## src/logic/stcp_pkg.sv

```systemverilog
// Constants, field layout and shared helper for the compare/PWM timer.
// Assumes a single core clock; imported by nothing, always used with stcp_pkg::.
//
// What this block does
// - Counter readable, low byte plus two high bits
// - Compare-A value read/write, ten bits, resets zero
// - High-byte registers read zero above bit one
// - Mode field 00 selects compare match output
// - Clear-select low: clear on P, both flags
// - Clear-select high: clear on A, A flag only
// - Compare mode: only A match moves the pin
// - A match drives pin high, low or toggles
// - Output-action 00 leaves pin unchanged on match
// - On-bit rising edge loads pin initial level
// - Mode 01 behaves as timer/counter mode
// - Timer/counter mode leaves pin undriven
// - Mode 10 is PWM, clear-select ignored
// - Swap bit exchanges period and duty sources
// - Period source match clears counter, starts period
// - Duty at or above period gives full duty
// - PWM mode sets A and P flags on matches
// - Output-control picks polarity, action enables waveform
// - Invert bit inverts the pin level
// - Forced pin keeps counting and flags running
// - Period bits compare top three counter bits
// - On-bit rise zeroes counter, fall holds it

package stcp_pkg;

   ////////////////////////////////////////////////////////////////////////////////
   // Register map
   localparam int          ADDR_W       = 3;
   localparam int          CNT_W        = 10;
   localparam logic [2:0]  ADDR_CTRL0   = 3'h0;
   localparam logic [2:0]  ADDR_CTRL1   = 3'h1;
   localparam logic [2:0]  ADDR_CNT_LO  = 3'h2;
   localparam logic [2:0]  ADDR_CNT_HI  = 3'h3;
   localparam logic [2:0]  ADDR_CMPA_LO = 3'h4;
   localparam logic [2:0]  ADDR_CMPA_HI = 3'h5;
   localparam logic [2:0]  ADDR_FLAGS   = 3'h6;

   ////////////////////////////////////////////////////////////////////////////////
   // Field positions
   localparam int CTRL0_PAUSE  = 7;
   localparam int CTRL0_CKS_HI = 6;
   localparam int CTRL0_CKS_LO = 4;
   localparam int CTRL0_ON     = 3;
   localparam int CTRL0_RP_HI  = 2;
   localparam int CTRL0_RP_LO  = 0;
   localparam int CTRL1_MODE_HI = 7;
   localparam int CTRL1_MODE_LO = 6;
   localparam int CTRL1_IO_HI  = 5;
   localparam int CTRL1_IO_LO  = 4;
   localparam int CTRL1_OC     = 3;
   localparam int CTRL1_POL    = 2;
   localparam int CTRL1_DPX    = 1;
   localparam int CTRL1_CCLR   = 0;
   localparam int FLAG_A       = 0;
   localparam int FLAG_P       = 1;

   ////////////////////////////////////////////////////////////////////////////////
   // Reset values
   localparam logic [7:0]       CTRL0_RST = 8'h00;
   localparam logic [7:0]       CTRL1_RST = 8'h00;
   localparam logic [CNT_W-1:0] CMPA_RST  = 10'h000;
   localparam logic [CNT_W-1:0] CNT_RST   = 10'h000;

   ////////////////////////////////////////////////////////////////////////////////
   // Encodings
   localparam logic [1:0] MODE_CMP = 2'h0;
   localparam logic [1:0] MODE_CAP = 2'h1;
   localparam logic [1:0] MODE_PWM = 2'h2;
   localparam logic [1:0] MODE_TMR = 2'h3;
   localparam logic [1:0] IO_NONE   = 2'h0;
   localparam logic [1:0] IO_LOW    = 2'h1;
   localparam logic [1:0] IO_HIGH   = 2'h2;
   localparam logic [1:0] IO_TOGGLE = 2'h3;
   localparam logic [1:0] IO_PWM_INACT = 2'h0;
   localparam logic [1:0] IO_PWM_ACT   = 2'h1;
   localparam logic [2:0] CKS_DIV4     = 3'h0;
   localparam logic [2:0] CKS_SYS      = 3'h1;
   localparam logic [2:0] CKS_DIV16    = 3'h2;
   localparam logic [2:0] CKS_DIV64    = 3'h3;
   localparam logic [2:0] CKS_BASE     = 3'h4;
   localparam logic [2:0] CKS_NONE     = 3'h5;
   localparam logic [2:0] CKS_PIN_RISE = 3'h6;
   localparam logic [2:0] CKS_PIN_FALL = 3'h7;

   ////////////////////////////////////////////////////////////////////////////////
   // Timing counts
   localparam int         PRE_W      = 6;
   localparam logic [5:0] DIV4_LAST  = 6'h03;
   localparam logic [5:0] DIV16_LAST = 6'h0F;
   localparam logic [5:0] DIV64_LAST = 6'h3F;
   localparam logic [10:0] FULL_SPAN = 11'h400;

   // Period bits sit on counter bits 9..7; zero means full 1024 span
   function automatic logic [10:0] period_top(input logic [2:0] rp);
      period_top = (rp == 3'h0) ? FULL_SPAN : {1'b0, rp, 7'h00};
   endfunction

endpackage

```

## src/logic/stcp_cmp_if.sv

```systemverilog
// Bundle between the timer core and its comparator unit.
// Assumes both ends sit in the core clock domain.
`timescale 1ns/1ps

interface stcp_cmp_if;
   logic [9:0] count;
   logic [9:0] cmpA;
   logic [2:0] periodBits;
   logic       matchA;
   logic       matchP;

   modport core (output count, output cmpA, output periodBits, input matchA, input matchP);
   modport cmp  (input count, input cmpA, input periodBits, output matchA, output matchP);
endinterface

```

## src/logic/stcp_match.sv

```systemverilog
// Comparators A and P, judged on the value the counter is about to take.
// Assumes the core applies the result only on a timer tick.
`timescale 1ns/1ps

module stcp_match (
   stcp_cmp_if.cmp cmp
);
   wire [10:0] nextCount;

   assign nextCount  = {1'b0, cmp.count} + 11'h001;
   // Compare-A of zero never matches, software keeps it nonzero
   assign cmp.matchA = (nextCount == {1'b0, cmp.cmpA});
   assign cmp.matchP = (nextCount == stcp_pkg::period_top(cmp.periodBits));
endmodule // stcp_match

```

## src/logic/stcp_timer.sv

```systemverilog
// Top of the 10-bit compare/PWM timer with its register port.
// Assumes a one-cycle register strobe master on core_clk; pins are asynchronous.
//
// The register offsets and the strobed register port are this design's own decisions.
`timescale 1ns/1ps

module stcp_timer (
   input  wire logic       core_clk,
   input  wire logic       reset,
   input  wire logic       clkEn,
   input  wire logic [2:0] regAddr,
   input  wire logic [7:0] regWrData,
   input  wire logic       regWr,
   input  wire logic       regRd,
   output logic      [7:0] regRdData,
   input  wire logic       extClkPin,
   input  wire logic       baseTickPin,
   output logic            timerOut,
   output logic            timerOutEn
);

   ////////////////////////////////////////////////////////////////////////////////
   // State
   logic [7:0] ctrl0;
   logic [7:0] ctrl1;
   logic [9:0] cmpA;
   logic [9:0] count;
   logic       flagA;
   logic       flagP;
   logic       onPrev;
   logic       outLevel;
   logic [5:0] prescale;
   logic [1:0] pinSync0;
   logic [1:0] pinSync1;
   logic [1:0] pinSync2;
   logic [1:0] pinLevel;

   stcp_cmp_if cmpBus ();

   stcp_match u_match (
      .cmp (cmpBus.cmp)
   );

   ////////////////////////////////////////////////////////////////////////////////
   // Register decode
   wire wrCtrl0  = regWr && (regAddr == stcp_pkg::ADDR_CTRL0);
   wire wrCtrl1  = regWr && (regAddr == stcp_pkg::ADDR_CTRL1);
   wire wrCmpLo  = regWr && (regAddr == stcp_pkg::ADDR_CMPA_LO);
   wire wrCmpHi  = regWr && (regAddr == stcp_pkg::ADDR_CMPA_HI);
   wire wrFlags  = regWr && (regAddr == stcp_pkg::ADDR_FLAGS);

   wire       paused    = ctrl0[stcp_pkg::CTRL0_PAUSE];
   wire [2:0] clkSel    = ctrl0[stcp_pkg::CTRL0_CKS_HI:stcp_pkg::CTRL0_CKS_LO];
   wire       timerOn   = ctrl0[stcp_pkg::CTRL0_ON];
   wire [2:0] periodBits = ctrl0[stcp_pkg::CTRL0_RP_HI:stcp_pkg::CTRL0_RP_LO];
   wire [1:0] mode      = ctrl1[stcp_pkg::CTRL1_MODE_HI:stcp_pkg::CTRL1_MODE_LO];
   wire [1:0] ioSel     = ctrl1[stcp_pkg::CTRL1_IO_HI:stcp_pkg::CTRL1_IO_LO];
   wire       initLevel = ctrl1[stcp_pkg::CTRL1_OC];
   wire       invert    = ctrl1[stcp_pkg::CTRL1_POL];
   wire       swapDp    = ctrl1[stcp_pkg::CTRL1_DPX];
   wire       clrByA    = ctrl1[stcp_pkg::CTRL1_CCLR];

   wire pwmMode  = (mode == stcp_pkg::MODE_PWM);
   wire cmpMode  = (mode == stcp_pkg::MODE_CMP);
   wire tmrMode  = (mode == stcp_pkg::MODE_TMR);
   wire onRise   = timerOn && !onPrev;

   ////////////////////////////////////////////////////////////////////////////////
   // Timer clock selection; bit 0 base tick pin, bit 1 external clock pin
   wire [1:0] pinAgree = ~(pinSync1 ^ pinSync2);
   wire [1:0] pinRise  = pinAgree & pinSync2 & ~pinLevel;
   wire [1:0] pinFall  = pinAgree & ~pinSync2 & pinLevel;
   logic tick;

   always_comb begin
      case (clkSel)
         stcp_pkg::CKS_DIV4:     tick = (prescale[1:0] == stcp_pkg::DIV4_LAST[1:0]);
         stcp_pkg::CKS_SYS:      tick = 1'b1;
         stcp_pkg::CKS_DIV16:    tick = (prescale[3:0] == stcp_pkg::DIV16_LAST[3:0]);
         stcp_pkg::CKS_DIV64:    tick = (prescale == stcp_pkg::DIV64_LAST);
         stcp_pkg::CKS_BASE:     tick = pinRise[0];
         stcp_pkg::CKS_PIN_RISE: tick = pinRise[1];
         stcp_pkg::CKS_PIN_FALL: tick = pinFall[1];
         default:                tick = 1'b0;
      endcase
   end

   ////////////////////////////////////////////////////////////////////////////////
   // Counter, clears and flags
   assign cmpBus.count      = count;
   assign cmpBus.cmpA       = cmpA;
   assign cmpBus.periodBits = periodBits;

   wire running  = timerOn && !paused;
   wire step     = running && tick;
   // PWM uses the swap bit to choose the clearing comparator
   wire clearOnA = pwmMode ? swapDp : clrByA;
   wire clrNow   = step && (clearOnA ? cmpBus.matchA : cmpBus.matchP);
   wire setA     = step && cmpBus.matchA;
   wire setP     = step && cmpBus.matchP && (pwmMode || !clrByA);

   logic [9:0] next_count;

   always_comb begin
      if (onRise) begin
         next_count = stcp_pkg::CNT_RST;
      end else if (clrNow) begin
         next_count = stcp_pkg::CNT_RST;
      end else if (step) begin
         next_count = count + 10'h001;
      end else begin
         next_count = count;
      end
   end

   // A hardware set beats a same-cycle software clear
   wire next_flagA = setA || (flagA && !(wrFlags && regWrData[stcp_pkg::FLAG_A]));
   wire next_flagP = setP || (flagP && !(wrFlags && regWrData[stcp_pkg::FLAG_P]));

   ////////////////////////////////////////////////////////////////////////////////
   // Compare match output level
   logic next_outLevel;

   always_comb begin
      next_outLevel = outLevel;
      if (onRise) begin
         next_outLevel = initLevel;
      end else if (setA && !pwmMode) begin
         case (ioSel)
            stcp_pkg::IO_LOW:    next_outLevel = 1'b0;
            stcp_pkg::IO_HIGH:   next_outLevel = 1'b1;
            stcp_pkg::IO_TOGGLE: next_outLevel = !outLevel;
            default:             next_outLevel = outLevel;
         endcase
      end
   end

   ////////////////////////////////////////////////////////////////////////////////
   // PWM waveform
   wire [10:0] pTop    = stcp_pkg::period_top(periodBits);
   wire [10:0] dutyV   = swapDp ? pTop : {1'b0, cmpA};
   wire [10:0] periodV = swapDp ? {1'b0, cmpA} : pTop;
   wire        pwmOn   = (dutyV >= periodV) || ({1'b0, count} < dutyV);
   logic       pwmLevel;

   always_comb begin
      case (ioSel)
         stcp_pkg::IO_PWM_INACT: pwmLevel = !initLevel;
         stcp_pkg::IO_PWM_ACT:   pwmLevel = initLevel;
         default:                pwmLevel = pwmOn ? initLevel : !initLevel;
      endcase
   end

   wire next_timerOut   = (pwmMode ? pwmLevel : outLevel) ^ invert;
   wire next_timerOutEn = cmpMode || pwmMode;

   ////////////////////////////////////////////////////////////////////////////////
   // Read mux
   logic [7:0] rdMux;

   always_comb begin
      case (regAddr)
         stcp_pkg::ADDR_CTRL0:   rdMux = ctrl0;
         stcp_pkg::ADDR_CTRL1:   rdMux = ctrl1;
         stcp_pkg::ADDR_CNT_LO:  rdMux = count[7:0];
         stcp_pkg::ADDR_CNT_HI:  rdMux = {6'h00, count[9:8]};
         stcp_pkg::ADDR_CMPA_LO: rdMux = cmpA[7:0];
         stcp_pkg::ADDR_CMPA_HI: rdMux = {6'h00, cmpA[9:8]};
         stcp_pkg::ADDR_FLAGS:   rdMux = {6'h00, flagP, flagA};
         default:                rdMux = 8'h00;
      endcase
   end

   ////////////////////////////////////////////////////////////////////////////////
   // Registers
   always_ff @(posedge core_clk) begin
      if (reset) begin
         ctrl0 <= stcp_pkg::CTRL0_RST;
         ctrl1 <= stcp_pkg::CTRL1_RST;
         cmpA  <= stcp_pkg::CMPA_RST;
      end else if (clkEn) begin
         if (wrCtrl0) begin
            ctrl0 <= regWrData;
         end
         if (wrCtrl1) begin
            ctrl1 <= regWrData;
         end
         if (wrCmpLo) begin
            cmpA[7:0] <= regWrData;
         end
         if (wrCmpHi) begin
            cmpA[9:8] <= regWrData[1:0];
         end
      end
   end

   always_ff @(posedge core_clk) begin
      if (reset) begin
         count    <= stcp_pkg::CNT_RST;
         flagA    <= 1'b0;
         flagP    <= 1'b0;
         onPrev   <= 1'b0;
         outLevel <= 1'b0;
         prescale <= 6'h00;
      end else if (clkEn) begin
         count    <= next_count;
         flagA    <= next_flagA;
         flagP    <= next_flagP;
         onPrev   <= timerOn;
         outLevel <= next_outLevel;
         prescale <= prescale + 6'h01;
      end
   end

   always_ff @(posedge core_clk) begin
      if (reset) begin
         pinSync0 <= 2'h0;
         pinSync1 <= 2'h0;
         pinSync2 <= 2'h0;
         pinLevel <= 2'h0;
      end else if (clkEn) begin
         pinSync0 <= {extClkPin, baseTickPin};
         pinSync1 <= pinSync0;
         pinSync2 <= pinSync1;
         pinLevel <= (pinAgree & pinSync2) | (~pinAgree & pinLevel);
      end
   end

   always_ff @(posedge core_clk) begin
      if (reset) begin
         timerOut   <= 1'b0;
         timerOutEn <= 1'b0;
         regRdData  <= 8'h00;
      end else if (clkEn) begin
         timerOut   <= next_timerOut;
         timerOutEn <= next_timerOutEn;
         regRdData  <= regRd ? rdMux : 8'h00;
      end
   end
endmodule // stcp_timer

```

## config.mk

```make
export PLATFORM = sky130hd
export DESIGN_NAME = stcp_timer
export DESIGN_NICKNAME = d
export VERILOG_FILES = /design/src/logic/stcp_pkg.sv /design/src/logic/stcp_cmp_if.sv /design/src/logic/stcp_match.sv /design/src/logic/stcp_timer.sv
export SDC_FILE = /design/constraint.sdc
export NUM_CORES = 1
export LEC_CHECK = 0
export BUFFER_PORTS_ARGS = -buffer_cell sky130_fd_sc_hd__buf_4
export CAP_MARGIN = 20
export CORE_MARGIN = 8
export CORE_UTILIZATION = 35
export CTS_CLUSTER_DIAMETER = 60
export CTS_CLUSTER_SIZE = 8
export DETAILED_ROUTE_END_ITERATION = 8
export GPL_TIMING_DRIVEN = 0
export HOLD_SLACK_MARGIN = 0.15
export SKIP_CTS_REPAIR_TIMING = 1
export SYNTH_ARGS = -nofsm -noshare
export SYNTH_HDL_FRONTEND = slang
export SYNTH_SLANG_ARGS = --single-unit
```

## constraint.sdc

```tcl
create_clock -name core_clk -period 3.25 [get_ports core_clk]
set_input_delay 0 -clock core_clk [delete_from_list [all_inputs] [get_ports core_clk]]
set_output_delay 0 -clock core_clk [all_outputs]
set_load 0.05 [all_outputs]
```

==> impl_metrics.ini, run 1 <==
[route]
vias_per_cell = 5.46
route.vias.total = 3712
routed_wl_um = 11900
drc_errors = 0
routedWlPerCell_um = 17.5
ant_nets = 0
drtPass1Iterations = 4
drtIter0Drc = 250

[critical_path]
startpoint_type = flip-flop
r2r_slack_ps = 150
critPathBufInv = 1
arrival_ps = 3320
r2r_start = ctrl0[2]
reg2reg_depth = 11
critPathCaptureType = flip-flop
slowest_stage = or4b_2
cp.required_ps = 3470
cp_top_family = simple AND/OR/NAND/NOR gates
path_cells = clkbuf_1 -> mux2i_1 -> ha_1 -> a21oi_1 -> a21oi_1 -> nor3_1 -> a221o_1 -> or4b_2 -> nand3_2 -> nor3_1 -> a211o_1
worstReg2RegEnd = timerOut
crit_fanout = 10
cpPeakStageDelay_ps = 650
crit_type = reg -> reg

[logic_synthesis]
synth_edf_count = 0
syn_avg_cell_area_um2 = 8.29
synth_nets = 520
synth_seq_cells = 64
syn_area_um2 = 4040
yosys_warnings = 0
synth_cells = 487
synth_ff_type = dfxtp_1
yosysSeqAreaShare_pct = 31.7
async_flop_share_pct = 0
ys_types = 63

[sta]
setup_viol = 0
worst_pin_slew_ps = 786
period_needed_ps = 3100
fmax_mhz = 322
fin_crit_sh_pct = 95.4
drv_slew = 0
hold_viol = 0
slew_headroom_pct = 47.3
finalWorstSetupSlack_ps = 149
grt_setup_unrepaired = true
final.setup.tns_ps = 0
finClkSkew_ps = 5.95

[clock_network]
clk_latency_ps = 330
cts_tree = built
ctsRootBufferMaster = clkbuf_16
htreeDepth = 3
cts.sinks = 64
clkSlewWorstSetupHoldPaths_ps = 60
cts.path.max_buffers = 2
cts_buffers = 9

[worst_hold_path]
min_path_type = in -> reg
hold_depth = 4
min_from = regWr
hold_end = flagP

[run]
max_cap_viol_count = 0

[power]
p_leak_nw = 1.88
ir_drop_uv = 263
powerDensity_nw_per_um2 = 400
total_power_mw = 1.94

[status]
status = complete, no violations

[global_routing]
grt_pass1_wl_um = 18900
use_met3_pct = 3.29
grt_pass1_vias = 3609
grt_util_met2_pct = 27.1
met1_usage_pct = 19.9
antenna_found_initial = 0
overflow = 0
grt_usage_pct = 16.1
top_usage_layer = met2
grt_max_degree = 13

[finish]
syn_to_final_growth_pct = 20.2
nets = 565
fillers = 1161
drive_above_1_share_pct = 13.0
diodes = 0
multi_input_area_um2 = 2600
seqCellArea_um2 = 1280

[die]
core_um2 = 11300
die_height_um = 123
design.die.area_um2 = 15200
initial_utilization_pct = 35.7
die_w_um = 123
ioPinCount = 28
fp-row-count = 39

[placement]
dp_hpwl_um = 8740
io_buffers = 23
gp_congestion = 0.900
place_ws_ps = -418
-- layer usage --
metal  vias to the layer above  part of all wire [%]  wire length [um]
met3                        24                   3.5               413
li1                       1815                     -                 -
met4                         0                   2.6               305
met2                        90                    48              5750
met1                      1783                    46              5410
met5                         -                     0                 0
-- flip-flops by register name, indices dropped and copies added, names as in the netlist, named ones only --
| signal | count |
|---|---|
| cmpA | 10 |
| cmpBus.count | 10 |
| ctrl0 | 8 |
| ctrl1 | 8 |
| flagA | 1 |
| flagP | 1 |
| onPrev | 1 |
| outLevel | 1 |
| pinSync0 | 2 |
| pinSync1 | 2 |
| pinSync2 | 2 |
| prescale | 6 |
| regRdData | 8 |
| timerOut | 1 |
| timerOutEn | 1 |
-- Yosys cell counts, types with 9 or more instances --
cell type	instances	area share (%)
nor2b_1	21	3.3
o21ai_0	17	2.1
nor2_1	69	6.4
ha_1	15	4.6
a21oi_1	28	3.5
dfxtp_1	64	32
nand2b_1	12	1.9
xor2_1	10	2.2
nand2_1	33	3.1
mux2i_1	48	12
nand3_1	13	1.6
xnor2_1	9	2.0
inv_1	9	0.84
clkbuf_1	24	2.2
-- cell families (layout without fill, tap and decap cells) --
logic type,count (synthesis),in the layout,synth area share (%)
buffers and inverters,47,97,4.74
xor gates and xnor gates,19,19,4.12
and+or+nand+nor,195,195,25.1
AOI/OAI and AO/OA,96,96,16.6
muxes,51,51,13.0
adders and majority gates,15,15,4.65
DFF,64,64,31.7
-- where the power goes --
part,internal [mW],switching [mW]
sequential,0.796,0.0126
combinational,0.0595,0.0843
clock,0.617,0.375
-- worst register-to-register path: cells and delay by family, from the launching register on --
family | cells | cell delay, ps
DFF | 1 | 390
buffers and inverters | 1 | 380
adders and majority gates | 1 | 320
AOI/OAI and AO/OA | 4 | 820
muxes | 1 | 160
and+or+nand+nor | 4 | 930
-- worst max path at each step --
stage / start / endpoint / slack (ps) / cells past startpoint
after global routing: ctrl0[2] / timerOut / -10 / 11
after global placement: ctrl1[1] / timerOut / -340 / 13
after CTS: ctrl1[1] / timerOut / -440 / 13
final: ctrl0[2] / timerOut / 150 / 11
after detailed placement: ctrl1[1] / timerOut / -420 / 13
after floorplan: ctrl1[1] / timerOut / 80 / 13
-- cell type report --
class	instances	area share (%)
Clock inverter	6	1.39
Buffer	37	3.48
Timing Repair Buffer	34	5.77
Inverter	10	0.773
Clock buffer	10	4.92
Sequential cell	64	26.5
Tap cell	143	3.69
Multi-Input combinational cell	376	53.5
-- metrics by stage --
stage / hold slack (ps) / cells / cell area (um2) / util, %
floorplan: 144 / 487 / 4040 / -
global placement: 240 / 653 / 4390 / 38.8
detailed placement: 263 / 653 / 4390 / 38.8
CTS: -82.0 / 669 / 4700 / 41.5
global route: 169 / 680 / 4850 / 42.9
finish: 114 / 680 / 4850 / 42.9
-- cell usage in the layout (no fill, tap or decap), types with 3 or more instances in the layout --
cell type,n
inv_1,9
dlygate4sd3_1,10
nor3b_1,4
a221oi_1,4
o21a_1,3
nand2_1,33
nor3_1,7
nand4_1,5
ha_1,14
clkbuf_16,9
o31ai_1,4
a22o_1,4
nand3b_1,5
or3_1,7
xor2_1,10
a31oi_1,3
dfxtp_1,61
o21ai_0,17
buf_4,24
or4_1,3
nor2b_1,21
buf_1,5
buf_2,6
nor2_1,69
a21oi_1,28
clkbuf_1,23
xnor2_1,9
nand2b_1,12
buf_6,3
dfxtp_2,3
a21o_1,5
nand3_1,11
mux2i_1,47
Power figures use the tool's default switching activity.
==> run 2, diff against run 1 <==
==> constraint.sdc (replaced) <==
create_clock -name core_clk -period 3.25 [get_ports core_clk]
set_input_delay 0.325 -clock core_clk [delete_from_list [all_inputs] [get_ports core_clk]]
set_output_delay 0.325 -clock core_clk [all_outputs]
set_load 0.05 [all_outputs]
==> run 2 against run 1 <==
Compared with the run above: clock power hardly changed; clock skew is 5.0 ps higher; cell area fell by 2.1%; critical path depth did not move; highest routed layer unchanged; sequential share of layout area rose by 0.56 points; fmax rose by 0.33%; sequential power about the same; register-to-register slack hardly changed; clock-buffer cell count stayed put; power fell by 0.56%; global-route usage did not move.
==> impl_metrics.ini, run 2 (synthesis results as in run 1) <==
[die]
core_um2 = 11300
fp-row-count = 39
design.die.area_um2 = 15200
die_w_um = 123
initial_utilization_pct = 35.7
die_height_um = 123
ioPinCount = 28

[critical_path]
cpPeakStageDelay_ps = 660
arrival_ps = 3310
cp.required_ps = 3470
crit_type = reg -> reg
startpoint_type = flip-flop
path_cells = clkbuf_1 -> mux2i_1 -> ha_1 -> a21oi_1 -> a21oi_1 -> nor3_1 -> a221o_1 -> or4b_2 -> nand3_2 -> nor3_1 -> a211o_1
slowest_stage = or4b_2
crit_fanout = 10
critPathCaptureType = flip-flop

[sta]
fmax_mhz = 324
slew_headroom_pct = 46.7
setup_viol = 0
period_needed_ps = 3090
grt_setup_unrepaired = true
hold_viol = 0
drv_slew = 0
final.setup.tns_ps = 0
finClkSkew_ps = 11.0
fin_crit_sh_pct = 95.1
worst_pin_slew_ps = 796

[placement]
post_dp_cell_area_um2 = 4390
gp_congestion = 0.900
dp_hpwl_um = 8740
dp_cells = 653
io_buffers = 23

[finish]
fin_area_um2 = 4750
mostFrequentLayoutCells = nor2_1, dfxtp_1, mux2i_1
diodes = 0
nets = 555
drive_above_1_share_pct = 13.3
finalNonFillerCells = 670
syn_to_final_growth_pct = 17.8
final_common_cell = nor2_1
utilization_pct = 42.0
fillers = 1168
reg_top3 = cmpA (10), cmpBus.count (10)

[global_routing]
grt_pass1_vias = 3609
grt_pass1_wl_um = 18900
overflow = 0
grt_max_degree = 13
grt_usage_pct = 16.1
antenna_found_initial = 0

[status]
status = complete, no violations

[clock_network]
clk_latency_ps = 330
cts.sinks = 64
cts.path.max_buffers = 2
cts_buffers = 9
ctsRootBufferMaster = clkbuf_16
htreeDepth = 3
clkSlewWorstSetupHoldPaths_ps = 60
cts_tree = built

[route]
routedWlPerCell_um = 17.7
routed_wl_um = 11800
route.vias.total = 3638
drc_errors = 0
vias_per_cell = 5.43
drtIter0Drc = 229
drtPass1Iterations = 5
ant_nets = 0

[power]
total_power_mw = 1.93
p_leak_nw = 1.84
ir_drop_uv = 263
powerDensity_nw_per_um2 = 407

[worst_hold_path]
min_path_type = in -> reg

[run]
max_cap_viol_count = 0
run 2: cell count changes in the layout (fill, tap and decap cells not counted):
cell           delta
dlygate4sd3_1    -10
run 2: final cells by class:
class	instances	area [um2]	share of cell area, %
tap	143	179	3.76
clock buffer	10	239	5.03
sequential	64	1280	27.0
inverter	10	37.5	0.789
buffer	37	169	3.55
clock inverter	6	67.6	1.42
multi-input combinational	376	2600	54.6
timing repair buffer	24	180	3.79
run 2: path summary, 6_finish.rpt:
| kind | slack (ps) | to | cells after the start | startpoint |
|---|---|---|---|---|
| worst max-delay path | 160 | timerOut | 11 | ctrl0[2] |
| worst min-delay path | 240 | pinSync0[0] | 3 | baseTickPin |
| worst max register to register | 160 | timerOut | 11 | ctrl0[2] |
| worst min register to register | 490 | flagP | 2 | flagP |
run 2: metrics by stage:
stage | setup slack (ps) | hold WS, ps
detailed placement | -418 | 477
floorplan | 75.8 | 446
global route | -13.1 | 269
finish | 159 | 241
global placement | -344 | 459
CTS | -437 | 243
run 2: worst max-delay path: cells and delay by family (launching register included):
kind / cells / cell delay [ps]
AND/OR/NAND/NOR: 4 / 930
AO/OA/AOI/OAI: 4 / 830
flip-flops: 1 / 380
buffers and inverters: 1 / 380
adder cells (fa/ha/maj): 1 / 320
multiplexers: 1 / 160
run 2: power breakdown:
group,total [mW],internal (mW),leakage [nW],switching [mW]
sequential,0.809,0.796,0.519,0.0126
combinational,0.134,0.0517,1.18,0.0825
clock,0.990,0.617,0.145,0.374
total,1.93,1.46,1.84,0.469
run 2: routing by layer:
metal / up-vias / wire, um / GRT usage [%]
li1: 1795 / - / -
met1: 1748 / 5230 / 19.9
met2: 78 / 5800 / 27.1
met3: 17 / 559 / 3.29
met4: 0 / 263 / 5.94
met5: - / 0 / 0
